==> src/mmpwm_map.svh <==
`ifndef MMPWM_MAP_SVH
`define MMPWM_MAP_SVH
// ==========================================================
// register byte offsets
`define MMPWM_OFF_CTRL    12'h000
`define MMPWM_OFF_COUNT   12'h004
`define MMPWM_OFF_PRESC   12'h008
`define MMPWM_OFF_PCOUNT  12'h00c
`define MMPWM_OFF_MCTRL   12'h010
`define MMPWM_OFF_OUTCFG  12'h014
`define MMPWM_OFF_RELEASE 12'h018
`define MMPWM_OFF_STATUS  12'h01c
`define MMPWM_OFF_MASK    12'h020
`define MMPWM_OFF_MATCH0  12'h040
// ==========================================================
// ctrl fields
`define MMPWM_CTRL_RUN    0
`define MMPWM_CTRL_RST    1
`define MMPWM_CTRL_PWM    2
`define MMPWM_CTRL_CNT    3
`define MMPWM_CTRL_CSEL   4
`define MMPWM_CTRL_EDGE   5
// ==========================================================
// reset values
`define MMPWM_CTRL_RESET  32'h0000_0000
`define MMPWM_MATCH_RESET 32'h0000_0000
`endif

==> src/mmpwm_pkg.sv <==
package mmpwm_pkg;
  // counter source selection
  typedef enum logic [1:0] {
    MMPWM_TIMER   = 2'b00,
    MMPWM_CAP_RISE = 2'b01,
    MMPWM_CAP_FALL = 2'b10,
    MMPWM_CAP_BOTH = 2'b11
  } mmpwm_src_t;
endpackage : mmpwm_pkg

==> src/mmpwm_tick_if.sv <==
// ==========================================================
// count-tick carrier between the tick generator and the core
interface mmpwm_tick_if;
  logic        tick;
  logic [31:0] presc;
  logic [31:0] pcount;
  logic        clr;
  modport gen  (output tick, output pcount, input presc, input clr);
  modport core (input tick, input pcount, output presc, output clr);
endinterface : mmpwm_tick_if

==> src/mmpwm_tick.sv <==
`include "mmpwm_map.svh"
// ==========================================================
// prescaler and tick source: peripheral clock or capture events
module mmpwm_tick (
  input  wire logic        pclk,
  input  wire logic        presetn,
  input  wire logic        run,
  input  wire logic        cnt_mode,
  input  wire logic [1:0]  src,
  input  wire logic [1:0]  cap_in,
  input  wire logic        cap_sel,
  mmpwm_tick_if.gen        t
);
  logic cap_q;
  logic cap_ev;
  // previous capture level for edge detection
  always_ff @(posedge pclk or negedge presetn)
  begin
    if (!presetn)
      cap_q <= 1'b0;
    else
      cap_q <= cap_in[cap_sel];
  end
  // counter mode event selection
  always_comb
  begin
    case (src)
      2'b01:   cap_ev = cap_in[cap_sel] & ~cap_q;
      2'b10:   cap_ev = ~cap_in[cap_sel] & cap_q;
      2'b11:   cap_ev = cap_in[cap_sel] ^ cap_q;
      default: cap_ev = 1'b0;
    endcase
  end
  // prescaler: tick when count reaches the prescale value
  logic pre_hit;
  assign pre_hit = (t.pcount == t.presc);
  assign t.tick  = run & ~t.clr & (cnt_mode ? cap_ev : pre_hit);
  always_ff @(posedge pclk or negedge presetn)
  begin
    if (!presetn)
      t.pcount <= 32'h0000_0000;
    else if (t.clr || cnt_mode || (run && pre_hit))
      t.pcount <= 32'h0000_0000;
    else if (run)
      t.pcount <= t.pcount + 32'h0000_0001;
  end
endmodule : mmpwm_tick

==> src/mmpwm_unit.sv <==
// The APB register port and the placing of the registers were chosen for this implementation.
`include "mmpwm_map.svh"
module mmpwm_unit #(
  parameter int NMATCH = 7
) (
  input  wire logic        pclk,
  input  wire logic        presetn,
  input  wire logic        psel,
  input  wire logic        penable,
  input  wire logic        pwrite,
  input  wire logic [11:0] paddr,
  input  wire logic [31:0] pwdata,
  output logic      [31:0] prdata,
  output logic             pready,
  output logic             pslverr,
  input  wire logic [1:0]  cap_in,
  output logic      [6:1]  pwm_out,
  output logic             irq
);
  // ==========================================================
  // registers
  logic [31:0] ctrl;
  logic [31:0] tc;
  logic [20:0] mctrl;          // 3 bits per match: irq, reset, stop
  logic [13:0] outcfg;         // [6:1] enable, [13:9] double-edge select 2..6
  logic [6:0]  rel;            // released shadow pending
  logic [6:0]  status;
  logic [6:0]  mask;
  logic [31:0] presc_r;
  logic [31:0] shadow [NMATCH];
  logic [31:0] active [NMATCH];
  logic [6:0]  hit;
  logic [6:0]  fall_hit;       // count is one tick short of the match
  logic        period_hit;
  logic        wr;
  logic        rd;
  mmpwm_pkg::mmpwm_src_t src;
  mmpwm_tick_if tif ();

  assign wr  = psel & penable & pwrite;
  assign rd  = psel & ~pwrite;
  assign pready  = 1'b1;
  assign src = mmpwm_pkg::mmpwm_src_t'(ctrl[`MMPWM_CTRL_EDGE+1:`MMPWM_CTRL_EDGE]);
  assign tif.presc = ctrl[`MMPWM_CTRL_RST] ? 32'h0000_0000 : presc_r;
  assign tif.clr   = ctrl[`MMPWM_CTRL_RST];

  // ==========================================================
  // tick generator
  mmpwm_tick u_tick (
    .pclk     (pclk),
    .presetn  (presetn),
    .run      (ctrl[`MMPWM_CTRL_RUN]),
    .cnt_mode (ctrl[`MMPWM_CTRL_CNT]),
    .src      (src),
    .cap_in   (cap_in),
    .cap_sel  (ctrl[`MMPWM_CTRL_CSEL]),
    .t        (tif.gen)
  );

  // address to match index, returns 7 when not a match register
  function automatic logic [2:0] match_idx(input logic [11:0] a);
    logic [11:0] d;
    d = a - `MMPWM_OFF_MATCH0;
    if (a >= `MMPWM_OFF_MATCH0 && d[11:2] < 10'd7 && d[1:0] == 2'b00)
      match_idx = d[4:2];
    else
      match_idx = 3'd7;
  endfunction : match_idx

  // pick one action bit of every match: 0 stop, 1 reset, 2 irq
  function automatic logic [6:0] match_bits(input logic [20:0] mc, input int k);
    logic [6:0] b;
    for (int i = 0; i < 7; i++)
      b[i] = mc[3*i+k];
    return b;
  endfunction : match_bits

  // ==========================================================
  // match compare against active registers
  always_comb
  begin
    for (int i = 0; i < NMATCH; i++)
    begin
      hit[i]      = tif.tick & (tc == active[i]);
      fall_hit[i] = tif.tick & (tc + 32'h0000_0001 == active[i]);
    end
  end
  assign period_hit = hit[0];

  // ==========================================================
  // control register writes; stop-on-match clears run
  always_ff @(posedge pclk or negedge presetn)
  begin
    if (!presetn)
    begin
      ctrl    <= `MMPWM_CTRL_RESET;
      presc_r <= 32'h0000_0000;
      mctrl   <= 21'h00_0000;
      outcfg  <= 14'h0000;
      mask    <= 7'h00;
    end
    else
    begin
      if (wr && paddr == `MMPWM_OFF_CTRL)
        ctrl <= pwdata;
      else
        for (int i = 0; i < NMATCH; i++)
          if (hit[i] && mctrl[3*i])
            ctrl[`MMPWM_CTRL_RUN] <= 1'b0;
      if (wr && paddr == `MMPWM_OFF_PRESC)
        presc_r <= pwdata;
      if (wr && paddr == `MMPWM_OFF_MCTRL)
        mctrl <= pwdata[20:0];
      if (wr && paddr == `MMPWM_OFF_OUTCFG)
        outcfg <= pwdata[13:0];
      if (wr && paddr == `MMPWM_OFF_MASK)
        mask <= pwdata[6:0];
    end
  end

  // ==========================================================
  // timer counter: period match or reset-on-match clears it
  always_ff @(posedge pclk or negedge presetn)
  begin
    if (!presetn)
      tc <= 32'h0000_0000;
    else if (ctrl[`MMPWM_CTRL_RST])
      tc <= 32'h0000_0000;
    else if (wr && paddr == `MMPWM_OFF_COUNT)
      tc <= pwdata;
    else if (tif.tick)
    begin
      if ((ctrl[`MMPWM_CTRL_PWM] && period_hit) ||
          |(hit & match_bits(mctrl, 1)))
        tc <= 32'h0000_0000;
      else if (|(hit & match_bits(mctrl, 0)))
        tc <= tc;                                    // stop keeps the match count
      else
        tc <= tc + 32'h0000_0001;
    end
  end

  // ==========================================================
  // shadow writes, release latch and transfer at period match
  always_ff @(posedge pclk or negedge presetn)
  begin
    if (!presetn)
    begin
      rel <= 7'h00;
      for (int i = 0; i < NMATCH; i++)
      begin
        shadow[i] <= `MMPWM_MATCH_RESET;
        active[i] <= `MMPWM_MATCH_RESET;
      end
    end
    else
    begin
      for (int i = 0; i < NMATCH; i++)
      begin
        if (!ctrl[`MMPWM_CTRL_PWM] || (rel[i] && period_hit))
          active[i] <= shadow[i];
        if (ctrl[`MMPWM_CTRL_PWM] && rel[i] && period_hit)
          rel[i] <= 1'b0;
        if (wr && paddr == `MMPWM_OFF_RELEASE && pwdata[i])
          rel[i] <= 1'b1;
      end
      if (wr && match_idx(paddr) != 3'd7)
        shadow[match_idx(paddr)] <= pwdata;
    end
  end

  // ==========================================================
  // pwm outputs: single and double edge
  always_ff @(posedge pclk or negedge presetn)
  begin
    if (!presetn)
      pwm_out <= 6'h00;
    else
      for (int n = 1; n <= 6; n++)
      begin
        if (!ctrl[`MMPWM_CTRL_PWM] || !outcfg[n])
          pwm_out[n] <= 1'b0;
        else if (n >= 2 && outcfg[n+7])
        begin
          // double edge: rise on match n-1, fall on match n
          if (hit[n])
            pwm_out[n] <= 1'b0;
          else if (hit[n-1])
            pwm_out[n] <= 1'b1;
        end
        else
        begin
          // single edge: rise at period, fall as the count reaches match n,
          // so the width is match n ticks; rise wins for a full-period width
          if (period_hit && active[n] != 32'h0000_0000)
            pwm_out[n] <= 1'b1;
          else if (fall_hit[n])
            pwm_out[n] <= 1'b0;
        end
      end
  end

  // ==========================================================
  // sticky interrupt status, set wins over clear
  always_ff @(posedge pclk or negedge presetn)
  begin
    if (!presetn)
      status <= 7'h00;
    else
      for (int i = 0; i < NMATCH; i++)
        if (hit[i] && mctrl[3*i+2])
          status[i] <= 1'b1;
        else if (wr && paddr == `MMPWM_OFF_STATUS && pwdata[i])
          status[i] <= 1'b0;
  end
  assign irq = |(status & mask);

  // ==========================================================
  // read data
  always_ff @(posedge pclk or negedge presetn)
  begin
    if (!presetn)
    begin
      prdata  <= 32'h0000_0000;
      pslverr <= 1'b0;
    end
    else if (rd && !penable)
    begin
      pslverr <= 1'b0;
      case (paddr)
        `MMPWM_OFF_CTRL:    prdata <= ctrl;
        `MMPWM_OFF_COUNT:   prdata <= tc;
        `MMPWM_OFF_PRESC:   prdata <= presc_r;
        `MMPWM_OFF_PCOUNT:  prdata <= tif.pcount;
        `MMPWM_OFF_MCTRL:   prdata <= {11'h000, mctrl};
        `MMPWM_OFF_OUTCFG:  prdata <= {18'h0_0000, outcfg};
        `MMPWM_OFF_RELEASE: prdata <= {25'h000_0000, rel};
        `MMPWM_OFF_STATUS:  prdata <= {25'h000_0000, status};
        `MMPWM_OFF_MASK:    prdata <= {25'h000_0000, mask};
        default:
        begin
          if (match_idx(paddr) != 3'd7)
            prdata <= shadow[match_idx(paddr)];
          else
            prdata <= 32'h0000_0000;
        end
      endcase
    end
  end
endmodule : mmpwm_unit

==> config.mk <==
export PLATFORM = sky130hd
export DESIGN_NAME = mmpwm_unit
export DESIGN_NICKNAME = d
export VERILOG_FILES = /design/src/mmpwm_pkg.sv /design/src/mmpwm_tick_if.sv /design/src/mmpwm_tick.sv /design/src/mmpwm_unit.sv
export VERILOG_INCLUDE_DIRS = /design/src
export SDC_FILE = /design/constraint.sdc
export NUM_CORES = 1
export LEC_CHECK = 0
export BUFFER_PORTS_ARGS = -buffer_cell sky130_fd_sc_hd__buf_2
export CELL_PAD_IN_SITES_DETAIL_PLACEMENT = 1
export CELL_PAD_IN_SITES_GLOBAL_PLACEMENT = 2
export CORE_MARGIN = 2
export CORE_UTILIZATION = 46
export CTS_CLUSTER_SIZE = 12
export DETAILED_ROUTE_END_ITERATION = 7
export PLACE_DENSITY = 0.82
export SETUP_SLACK_MARGIN = 0.15
export SYNTH_ARGS = -nofsm -noshare
export SYNTH_HDL_FRONTEND = slang
export SYNTH_HIERARCHICAL = 1
export SYNTH_SLANG_ARGS = --single-unit
==> constraint.sdc <==
create_clock -name pclk -period 9.15 [get_ports pclk]
set_clock_uncertainty 0.05 [all_clocks]
set_input_delay 1.83 -clock pclk [delete_from_list [all_inputs] [get_ports pclk]]
set_output_delay 1.83 -clock pclk [all_outputs]
set_load 0.1 [all_outputs]
; ---- Yosys cells after proc, flatten, opt, wreduce, memory -nomap -nowiden
; Index checks and enable logic that the tools add are counted.
[totals]
ff_bits = 671
latch_bits = 0
ram_bits = 0
rom_bits = 0
output_inout_bits = 41
mem_count = 0
[op_classes]
addsub = 3
n_mul = 0
div_mod_pow = 0
order_cmp = 6
n_eq_ne = 33
shift = 0
mux = 96
bitwise_logic = 30
reduce_logical = 135
[ops]
columns = operator, count
row1 = $eq A32 B32 Y1, 14
row2 = $mux W32, 12
row3 = $pmux W32 S9, 1
row4 = $bwmux W224, 1
row5 = $reduce_bool A32 Y1, 6
row6 = $bmux W32 S3, 1
row7 = $demux W32 S3, 1
row8 = $mux W1, 72
row9 = $logic_and A1 B1 Y1, 70
row10 = $add A32 B1 Y32 const B, 2
row11 = $eq A12 B5 Y1 const B, 4
row12 = $reduce_bool A2 Y1, 15
row13 = $eq A12 B4 Y1 const B, 2
row14 = $and A7 B7 Y7, 3
row15 = $mux W3, 7
row16 = $reduce_or A7 Y1, 3
row17 = $and A1 B1 Y1, 20
row18 = $ne A4 B1 Y1 const B, 5
row19 = $reduce_bool A4 Y1, 5
row20 = $logic_or A1 B1 Y1, 16
row21 = $eq A12 B3 Y1 const B, 1
row22 = $eq A12 B6 Y1 const B, 1
row23 = $ge A12 B7 Y1 const B, 1
row24 = $logic_not A12 Y1, 1
row25 = other kinds (19), 39

; ---- Longest topological paths before layout
; Gate-level depths: netlist of run 1.
[depth]
word_depth = 17
ltp_mapped = 18

; ---- Hierarchy
; The synthesis of run 1 kept the hierarchy.
[modules_own_cells]
columns = module, n_inst, cells_each, area_each_um2, seq_area_each_um2
row1 = mmpwm_unit, 1, 3114, 34813.4, 15965.3
row2 = mmpwm_tick, 1, 243, 2239.6, 825.8

; ---- Least setup slack after synthesis of run 1
; OpenSTA, ideal clock, no wires.
[synth_timing]
path_kind = input to register
startpoint = in cap_in[1]
endpoint = reg tc[10]
setup_ns = 0.125
arrival_time_ns = 4.651
required_ns = 8.975
setup_slack_ns = 4.324
stages = 13
n_path_buf = 2
cell_sequence = mux2i_1 > ha_1 > mux2i_1 > a21oi_1 > a2111oi_2 > clkbuf_1 > nand3_1 > or3_1 > and4_4 > a211oi_4 > o21ai_2 > buf_6 > mux2_4
[synth_via]
elab_chain_cells = 15
[synth_rtl]
columns = element, line
row1 = start: declaration, mmpwm_unit.sv:16  ; input wire logic [1:0] cap_in,
row2 = $mux W1 (not written as such) * (2 in a row), "mmpwm_tick.sv:28, mmpwm_tick.sv:29, mmpwm_tick.sv:30"
row3 = $not A1 Y1, mmpwm_tick.sv:29  ; 2'b10: cap_ev = ~cap_in[cap_sel] & cap_q;
row4 = $and A1 B1 Y1, mmpwm_tick.sv:29
row5 = $pmux W1 S3 *, mmpwm_tick.sv:27  ; case (src)
row6 = $mux W1 *, mmpwm_tick.sv:37  ; assign t.tick = run & ~t.clr & (cnt_mode ? cap_ev : pre_hit);
row7 = $and A1 B1 Y1 *, mmpwm_tick.sv:37
row8 = via tif.tick, mmpwm_tick_if.sv:4  ; logic tick;
row9 = $and A1 B1 Y1, mmpwm_unit.sv:84  ; hit[i] = tif.tick & (tc == active[i]);
row10 = $and A7 B7 Y7, mmpwm_unit.sv:134  ; |(hit & match_bits(mctrl, 1)))
row11 = $reduce_or A7 Y1, mmpwm_unit.sv:134
row12 = $logic_or A1 B1 Y1, mmpwm_unit.sv:133  ; if ((ctrl[`MMPWM_CTRL_PWM] && period_hit) ||
row13 = $mux W32, mmpwm_unit.sv:133
row14 = $mux W32, mmpwm_unit.sv:131  ; else if (tif.tick)
row15 = $mux W32, mmpwm_unit.sv:129  ; else if (wr && paddr == `MMPWM_OFF_COUNT)
row16 = $mux W32, mmpwm_unit.sv:127  ; else if (ctrl[`MMPWM_CTRL_RST])
row17 = end signal: assignment, mmpwm_unit.sv:130  ; tc <= pwdata;
row18 = end signal: assignment, mmpwm_unit.sv:137  ; tc <= tc;
row19 = end signal: assignment, mmpwm_unit.sv:139  ; tc <= tc + 32'h0000_0001;
row20 = end: declaration, mmpwm_unit.sv:23  ; logic [31:0] tc;
; The timed path passes the listed nets; every way through them passes the cells marked *. The select of a mux whose other input is x is not followed.
; A chain may end at the register's enable or synchronous reset.

; ---- Worst setup path in the final report of run 1
[layout_timing]
startpoint = reg ctrl[1]
endpoint = reg tc[22]
[layout_via]
elab_chain_cells = 12
[layout_rtl]
columns = element, line
row1 = start: declaration, mmpwm_unit.sv:22  ; logic [31:0] ctrl;
row2 = start signal: assignment, mmpwm_unit.sv:96  ; ctrl <= `MMPWM_CTRL_RESET;
row3 = start signal: assignment, mmpwm_unit.sv:105  ; ctrl <= pwdata;
row4 = $mux W32 *, mmpwm_unit.sv:44  ; assign tif.presc = ctrl[`MMPWM_CTRL_RST] ? 32'h0000_0000 : presc_r;
row5 = via tif.presc[9], mmpwm_tick_if.sv:5  ; logic [31:0] presc;
row6 = $eq A32 B32 Y1 *, mmpwm_tick.sv:36  ; assign pre_hit = (t.pcount == t.presc);
row7 = $mux W1 *, mmpwm_tick.sv:37
row8 = $and A1 B1 Y1 *, mmpwm_tick.sv:37
row9 = via tif.tick, mmpwm_tick_if.sv:4
row10 = $and A1 B1 Y1, mmpwm_unit.sv:84
row11 = $and A7 B7 Y7, mmpwm_unit.sv:134
row12 = $reduce_or A7 Y1, mmpwm_unit.sv:134
row13 = $logic_or A1 B1 Y1, mmpwm_unit.sv:133
row14 = $mux W32, mmpwm_unit.sv:133
row15 = $mux W32, mmpwm_unit.sv:131
row16 = $mux W32, mmpwm_unit.sv:129
row17 = $mux W32, mmpwm_unit.sv:127
; Marked as above.

==> results of run 1 <==
==> area by class of cell <==
class / instances / area, um2
clock buffer: 113 / 2270
fill: 8481 / 39000
sequential: 671 / 16800
timing repair buffer: 181 / 1180
tap: 1060 / 1330
multi-input combinational: 2390 / 19100
clock inverter: 20 / 264
antenna: 1 / 2.50
inverter: 39 / 146
==> Yosys cell counts, drive strengths merged, types with 28 or more instances <==
library cell and count:
and3 28, a21oi 85, o21ai 97, nand2 155, mux2 559, xnor2 285, clkbuf 136, nor2 140
buf 121, nor4 110, nor3 68, xor2 185, o22ai 39, a31oi 29, nor2b 35, nand4 103
a22oi 51, a221oi 28, inv 39, dfrtp 671, nand3 68, mux2i 29
==> cell families (layout without fill, tap and decap cells) <==
kind of cell             after synthesis  count (layout)  share of synthesized area [%]
XOR/XNOR                             470             470                           11.4
multiplexers                         588             588                           17.8
flip-flops                           671             671                           45.3
buffers and inverters                296             353                           3.54
AO/OA/AOI/OAI                        532             532                           10.2
AND/OR/NAND/NOR                      794             794                           11.6
adder cells (fa/ha/maj)                4               4                          0.135
other                                  2               3                         0.0203
==> sequential cells by signal, indices dropped and copies added, names as in the netlist <==
| name | count |
|---|---|
| outcfg | 14 |
| pwm_out | 6 |
| shadow | 224 |
| u_tick/t.pcount | 32 |
| tc | 32 |
| presc_r | 32 |
| ctrl | 32 |
| rel | 7 |
| active | 224 |
| prdata | 32 |
| status | 7 |
| mctrl | 21 |
| u_tick/cap_q | 1 |
| mask | 7 |
==> layer usage <==
| metal | global-route usage (%) | up-vias | wire [um] |
|---|---|---|---|
| li1 | - | 12300 | - |
| met4 | 24.4 | 4 | 11900 |
| met5 | 0 | - | 27 |
| met3 | 8.02 | 493 | 13800 |
| met2 | 67.6 | 1611 | 81500 |
| met1 | 55.4 | 16300 | 71100 |
==> stage by stage <==
| step | setup WS [ps] | util, % |
|---|---|---|
| after detailed placement | 2390 | 48.1 |
| final | 2950 | 51.3 |
| after global routing | 2870 | 51.3 |
| after CTS | 3000 | 51.3 |
| after floorplan | 4320 | - |
| after global placement | 2420 | 48.1 |
==> placed cells by master, fill, tap and decap left out, types with 23 or more instances in the layout <==
master,count
nand3_1,64
a21oi_1,85
a22oi_1,51
mux2_2,552
a31oi_1,29
nor2_1,134
inv_1,39
buf_4,88
o22ai_1,38
nand2_1,154
a221oi_1,28
xor2_1,185
nor3_1,61
a22o_1,24
dfrtp_1,667
a311oi_1,23
nand4_1,101
o21ai_0,92
nor4_1,103
nor2b_1,35
clkbuf_16,78
and3_1,27
buf_2,89
xnor2_1,274
mux2i_1,29
==> where the power goes <==
part,switching (W),total [W],internal [W]
combinational,0.000265,0.000304,0.0000392
clock,0.00134,0.00316,0.00182
sequential,0.0000139,0.00300,0.00298
==> path summary, 6_finish.rpt <==
path	start	endpoint
max in group asynchronous	presetn	shadow[137]
hold / removal	prdata[26]	prdata[26]
min in group asynchronous	presetn	shadow[117]
hold reg to reg	prdata[26]	prdata[26]
setup / recovery	ctrl[1]	tc[22]
setup reg to reg	ctrl[1]	tc[22]
==> impl_metrics.py, run 1 <==
metrics = {
    "synthesis": {
        "synth_top_area_share_pct": 45.3,
        "ys_types": 93,
        "yosys.area.top_type": "dfrtp_1",
        "synthArstFlopShare_pct": 100,
        "synth-edff-count": 0,
        "ys_seq_area_share_pct": 45.3,
        "synth_cells": 3357,
        "synth.avg_cell_area_um2": 11.0,
        "ys_top_cells_by_area": "dfrtp_1 (45%), mux2_2 (17%), xnor2_1 (6.5%), xor2_1 (4.4%), nor4_1 (1.7%)",
        "yosys_warnings": 6,
        "synth_seq_cells": 671,
        "syn_area_mm2": 0.0371,
        "synthFlopType": "dfrtp_1",
        "syn_nets": 3412,
    },
    "clocking": {
        "cts_tree": "built",
        "cts_hold_buffers": 0,
        "clk_latency_ps": 650,
        "post-cts-setup-buffer-count": 0,
        "cts-buffers-inserted": 78,
        "cts_htree_levels": 3,
        "cts_resized": 0,
        "root_buffer": "clkbuf_16",
        "clock_path_buffers": 3,
        "cts.sinks": 671,
        "clkTransAtPathRegs_ps": 70,
    },
    "finish": {
        "syn2layout_area_growth_pct": 10.9,
        "drive_gt1_share_pct": 27.2,
        "fin_nets": 3416,
        "layout.cells.non_filler": 4475,
        "postLayoutCellArea_mm2": 0.0411,
    },
    "sta": {
        "finalMaxSlewViolations": 0,
        "max_freq_mhz": 161,
        "holdWs_ps": 427,
        "fin_setup_tns_ps": 0,
        "post-route-period-util_pct": 67.7,
        "rsz0062_at_grt": "no",
        "finalCriticalPeriod_ps": 6200,
        "max_slew_margin_pct": 12.4,
        "finalSetupViolCount": 0,
        "final-hold-violation-count": 0,
        "tightest_slew_ps": 1300,
    },
    "setup_path": {
        "r2r_cells": 15,
        "cp-end-kind": "register",
        "startpoint_type": "register",
        "worst-path-buf-inv": 2,
        "path_depth": 15,
        "rrSetupSlack_ps": 2950,
        "slowest_delay_ps": 1050,
        "critPathMaxFanout": 38,
        "cp_top_family": "simple AND/OR/NAND/NOR gates",
        "critPathKind": "register to register",
        "arrival_ps": 6640,
        "crit_chain": "nor2b_1 -> xor2_1 -> nor4_1 -> nand4_1 -> or2_2 -> a2111oi_4 -> buf_4 -> nand3_1 -> nor3_1 -> a21o_1 -> nor4_4 -> buf_4 -> nand2_1 -> o21ai_0 -> o2bb2ai_1",
        "crit_top_cell": "buf_4",
        "cp.required_ps": 9590,
        "crit_slowest_cell": "nor3_1",
    },
    "drt": {
        "vias": 30700,
        "drt-total-wl_mm": 178,
        "ant_nets": 0,
        "wl_per_cell_um": 39.9,
        "firstDrtPassIters": 6,
        "drc": 0,
        "drtIter0Drc": 3358,
        "drt-vias-per-instance": 6.86,
    },
    "run": {
        "cap_viol_max_count": 0,
    },
    "pwr": {
        "power.leakage_nw": 18.9,
        "power.density_mw_per_mm2": 157,
        "power.total_w": 0.00645,
        "ir_drop_v": 0.000167,
    },
    "die": {
        "die_area_mm2": 0.0828,
        "io_pins": 92,
        "core_mm2": 0.0802,
        "die_y_um": 288,
        "die_x_um": 288,
        "start_util_pct": 46.2,
        "fp-row-count": 104,
    },
    "grt": {
        "grt_pass1_wl_mm": 248,
        "grt_max_degree": 166,
        "grt_usage_pct": 42.8,
        "grt.overflow.total": 0,
        "grt_pass1_vias": 31600,
        "antenna_found_initial": 11,
    },
    "min_path": {
        "hold_path_depth": 1,
        "hold_class": "register to register",
    },
    "place": {
        "numPortBuffers": 89,
        "gp_congestion": 1.05,
        "dpl.cell_count": 4340,
        "dp_hpwl_mm": 133,
        "placed_cell_area_mm2": 0.0386,
    },
    "run_status": {
        "outcome": "completed",
    },
}
Power figures use the tool's default switching activity.
==> inputs of run 2 (changes only) <==
- ABC_AREA: not set -> 1
- CORE_UTILIZATION: 46 -> 38
- PLACE_DENSITY: 0.82 -> 0.78
- clock period: 9.15 -> 6.4 ns (I/O delays scaled with it)
==> run 2 against run 1 <==
Effect of this change:
- cell area grew 3.7%
- hold slack better by 7.0 ps
- clock-buffer cell count stayed put
- synthesized cell count increased by 52%
- area after synthesis increased by 2.3%
- register-to-register slack worse by 1600 ps
- routed wire length rose by 19%
- utilization is 8.1 points lower
- die area up 24%
- sequential share of layout area shrank 1.5 points
- power is 61% higher
- critical path type unchanged
==> impl_metrics.py, run 2 <==
metrics = {
    "run_status": {
        "outcome": "completed",
    },
    "die": {
        "core_mm2": 0.0987,
        "start_util_pct": 38.4,
        "die_area_mm2": 0.102,
        "die_x_um": 320,
        "fp-row-count": 115,
        "io_pins": 92,
        "die_y_um": 320,
    },
    "place": {
        "gp_congestion": 1.05,
        "dp_hpwl_mm": 164,
        "numPortBuffers": 89,
    },
    "drt": {
        "ant_nets": 0,
        "drt-total-wl_mm": 212,
        "vias": 38400,
        "drt-vias-per-instance": 5.91,
        "drc": 0,
        "wl_per_cell_um": 32.6,
        "drtIter0Drc": 4508,
        "firstDrtPassIters": 6,
    },
    "synthesis": {
        "synth_xor_area_share_pct": 4.47,
        "synth-simple-area-share_pct": 27.9,
        "ys_top_cells_by_count": "nand2_1 (1554), dfrtp_1 (671), o21ai_0 (591)",
        "synthArstFlopShare_pct": 100,
        "synth-edff-count": 0,
        "synth.avg_cell_area_um2": 7.43,
        "ys_top_cells_by_area": "dfrtp_1 (44%), nand2_1 (15%), o21ai_0 (7.8%), nor2_1 (4.7%), inv_1 (4.5%)",
        "syn_nets": 5159,
        "synth_top_family_by_area": "simple AND/OR/NAND/NOR gates",
        "syn_area_mm2": 0.0379,
        "synthMostInstantiatedCell": "nand2_1",
        "yosys_warnings": 6,
        "yosys.area.top_type": "dfrtp_1",
        "ys_seq_area_share_pct": 44.3,
        "synth_compound_area_share_pct": 13.8,
        "synth_cells": 5104,
        "synthFlopType": "dfrtp_1",
        "synth_top_area_share_pct": 44.3,
        "synthAdderAreaFrac_pct": 0.132,
        "synth.area.mux_share_pct": 1.69,
        "ys_types": 58,
        "synth_seq_cells": 671,
    },
    "finish": {
        "post-route-util_pct": 43.2,
        "syn2layout_area_growth_pct": 12.4,
        "mostFrequentLayoutCells": "nand2_1 (1547), dfrtp_1 (670), o21ai_0 (590)",
        "drive_gt1_share_pct": 9.49,
        "final_common_cell": "nand2_1",
        "fin_nets": 5188,
        "top_regs": "active (224), shadow (224)",
        "nFillCells": 12300,
    },
    "clocking": {
        "post-cts-setup-buffer-count": 0,
        "cts_resized": 0,
        "clk_latency_ps": 710,
        "cts-buffers-inserted": 83,
        "clkTransAtPathRegs_ps": 60,
        "cts.sinks": 671,
        "cts_hold_buffers": 0,
        "cts_tree": "built",
        "cts_htree_levels": 3,
        "root_buffer": "clkbuf_16",
        "clock_path_buffers": 3,
    },
    "pwr": {
        "power.leakage_nw": 20.0,
        "ir_drop_v": 0.000249,
        "power.density_mw_per_mm2": 245,
    },
    "setup_path": {
        "path_depth": 26,
        "startpoint_type": "register",
        "worst-path-buf-inv": 3,
        "cp.required_ps": 6910,
        "slowest_delay_ps": 740,
        "crit_slowest_cell": "dfrtp_2",
        "r2r-start": "ctrl[1]",
        "rrSetupSlack_ps": 1350,
        "critPathKind": "register to register",
        "r2r_cells": 26,
        "critPathMaxFanout": 32,
        "cp_top_family": "simple AND/OR/NAND/NOR gates",
        "arrival_ps": 5570,
        "cp-end-kind": "register",
        "timing.rr.end": "tc[12]",
        "crit_top_cell": "nand2_1",
    },
    "grt": {
        "grt_max_degree": 145,
        "antenna_found_initial": 25,
        "grt.overflow.total": 0,
        "grt_pass1_vias": 37900,
        "grt_usage_pct": 41.0,
        "grt_pass1_wl_mm": 294,
    },
    "min_path": {
        "min_to": "mctrl[17]",
        "hold_path_depth": 2,
        "hp-start": "mctrl[17]",
        "hold_class": "register to register",
    },
    "sta": {
        "tightest_slew_ps": 1330,
        "max_slew_margin_pct": 10.2,
        "finalMaxSlewViolations": 0,
        "rsz0062_at_grt": "no",
        "max_freq_mhz": 198,
        "finalSetupViolCount": 0,
        "fin_setup_tns_ps": 0,
        "final-hold-violation-count": 0,
        "finalCriticalPeriod_ps": 5050,
        "post-route-period-util_pct": 79.0,
    },
    "run": {
        "cap_viol_max_count": 0,
    },
}
run 2: power by group:
part	total, W	internal, W	switching (W)
clock	0.00509	0.00297	0.00212
sequential	0.00435	0.00429	0.0000660
combinational	0.000981	0.000173	0.000808
run 2: worst min-delay path, stage by stage, from the launching register on:
cell and delay [ps]:
dfrtp_1 340, nand2_1 50, o21ai_0 60
run 2: worst max path at each step:
stage          startpoint     endpoint  slack, ps
4_1_cts           ctrl[1]       tc[12]       1450
6_report          ctrl[1]       tc[12]       1350
3_3_place_gp    cap_in[0]   pwm_out[5]       1160
3_5_place_dp    cap_in[0]       tc[12]       1080
5_1_grt           ctrl[1]       tc[30]       1040
2_1_floorplan   cap_in[0]  active[220]       2520
run 2: per-layer routing:
metal	up-vias	share of wire [%]	GRT usage, %
met1	19600	43	56.3
met4	8	5.8	21.1
met5	-	0.022	0
met2	1742	43	61.9
li1	16600	-	-
met3	385	8.3	7.46
run 2: layout make-up:
type / count / area, um2 / share of cell area (%)
Antenna cell: 6 / 15.0 / 0.0352
Clock buffer: 113 / 2370 / 5.56
Clock inverter: 35 / 507 / 1.19
Inverter: 483 / 1820 / 4.26
Multi-Input combinational cell: 3719 / 18300 / 42.9
Sequential cell: 671 / 16800 / 39.4
Tap cell: 1287 / 1610 / 3.78
Timing Repair Buffer: 175 / 1210 / 2.85
run 2: kinds of logic (layout without fill, tap and decap cells):
family | after synthesis | in the layout
muxes | 57 | 57
other | 2 | 8
DFF | 671 | 671
AOI/OAI and AO/OA | 930 | 930
adders and majority gates | 4 | 4
buffers and inverters | 714 | 806
xor gates and xnor gates | 192 | 192
and+or+nand+nor | 2534 | 2534
run 2: through the flow:
stage / hold slack (ps) / std cells / power, W / instance area, um2 / worst slack [ps]
floorplan: 399 / 5104 / 0.00495 / 37900 / 2520
finish: 434 / 6489 / 0.0104 / 42600 / 1350
global placement: 415 / 6335 / 0.00539 / 39700 / 1160
global route: 459 / 6484 / 0.0107 / 42600 / 1040
CTS: 437 / 6483 / 0.0105 / 42600 / 1450
detailed placement: 423 / 6335 / 0.00539 / 39700 / 1080
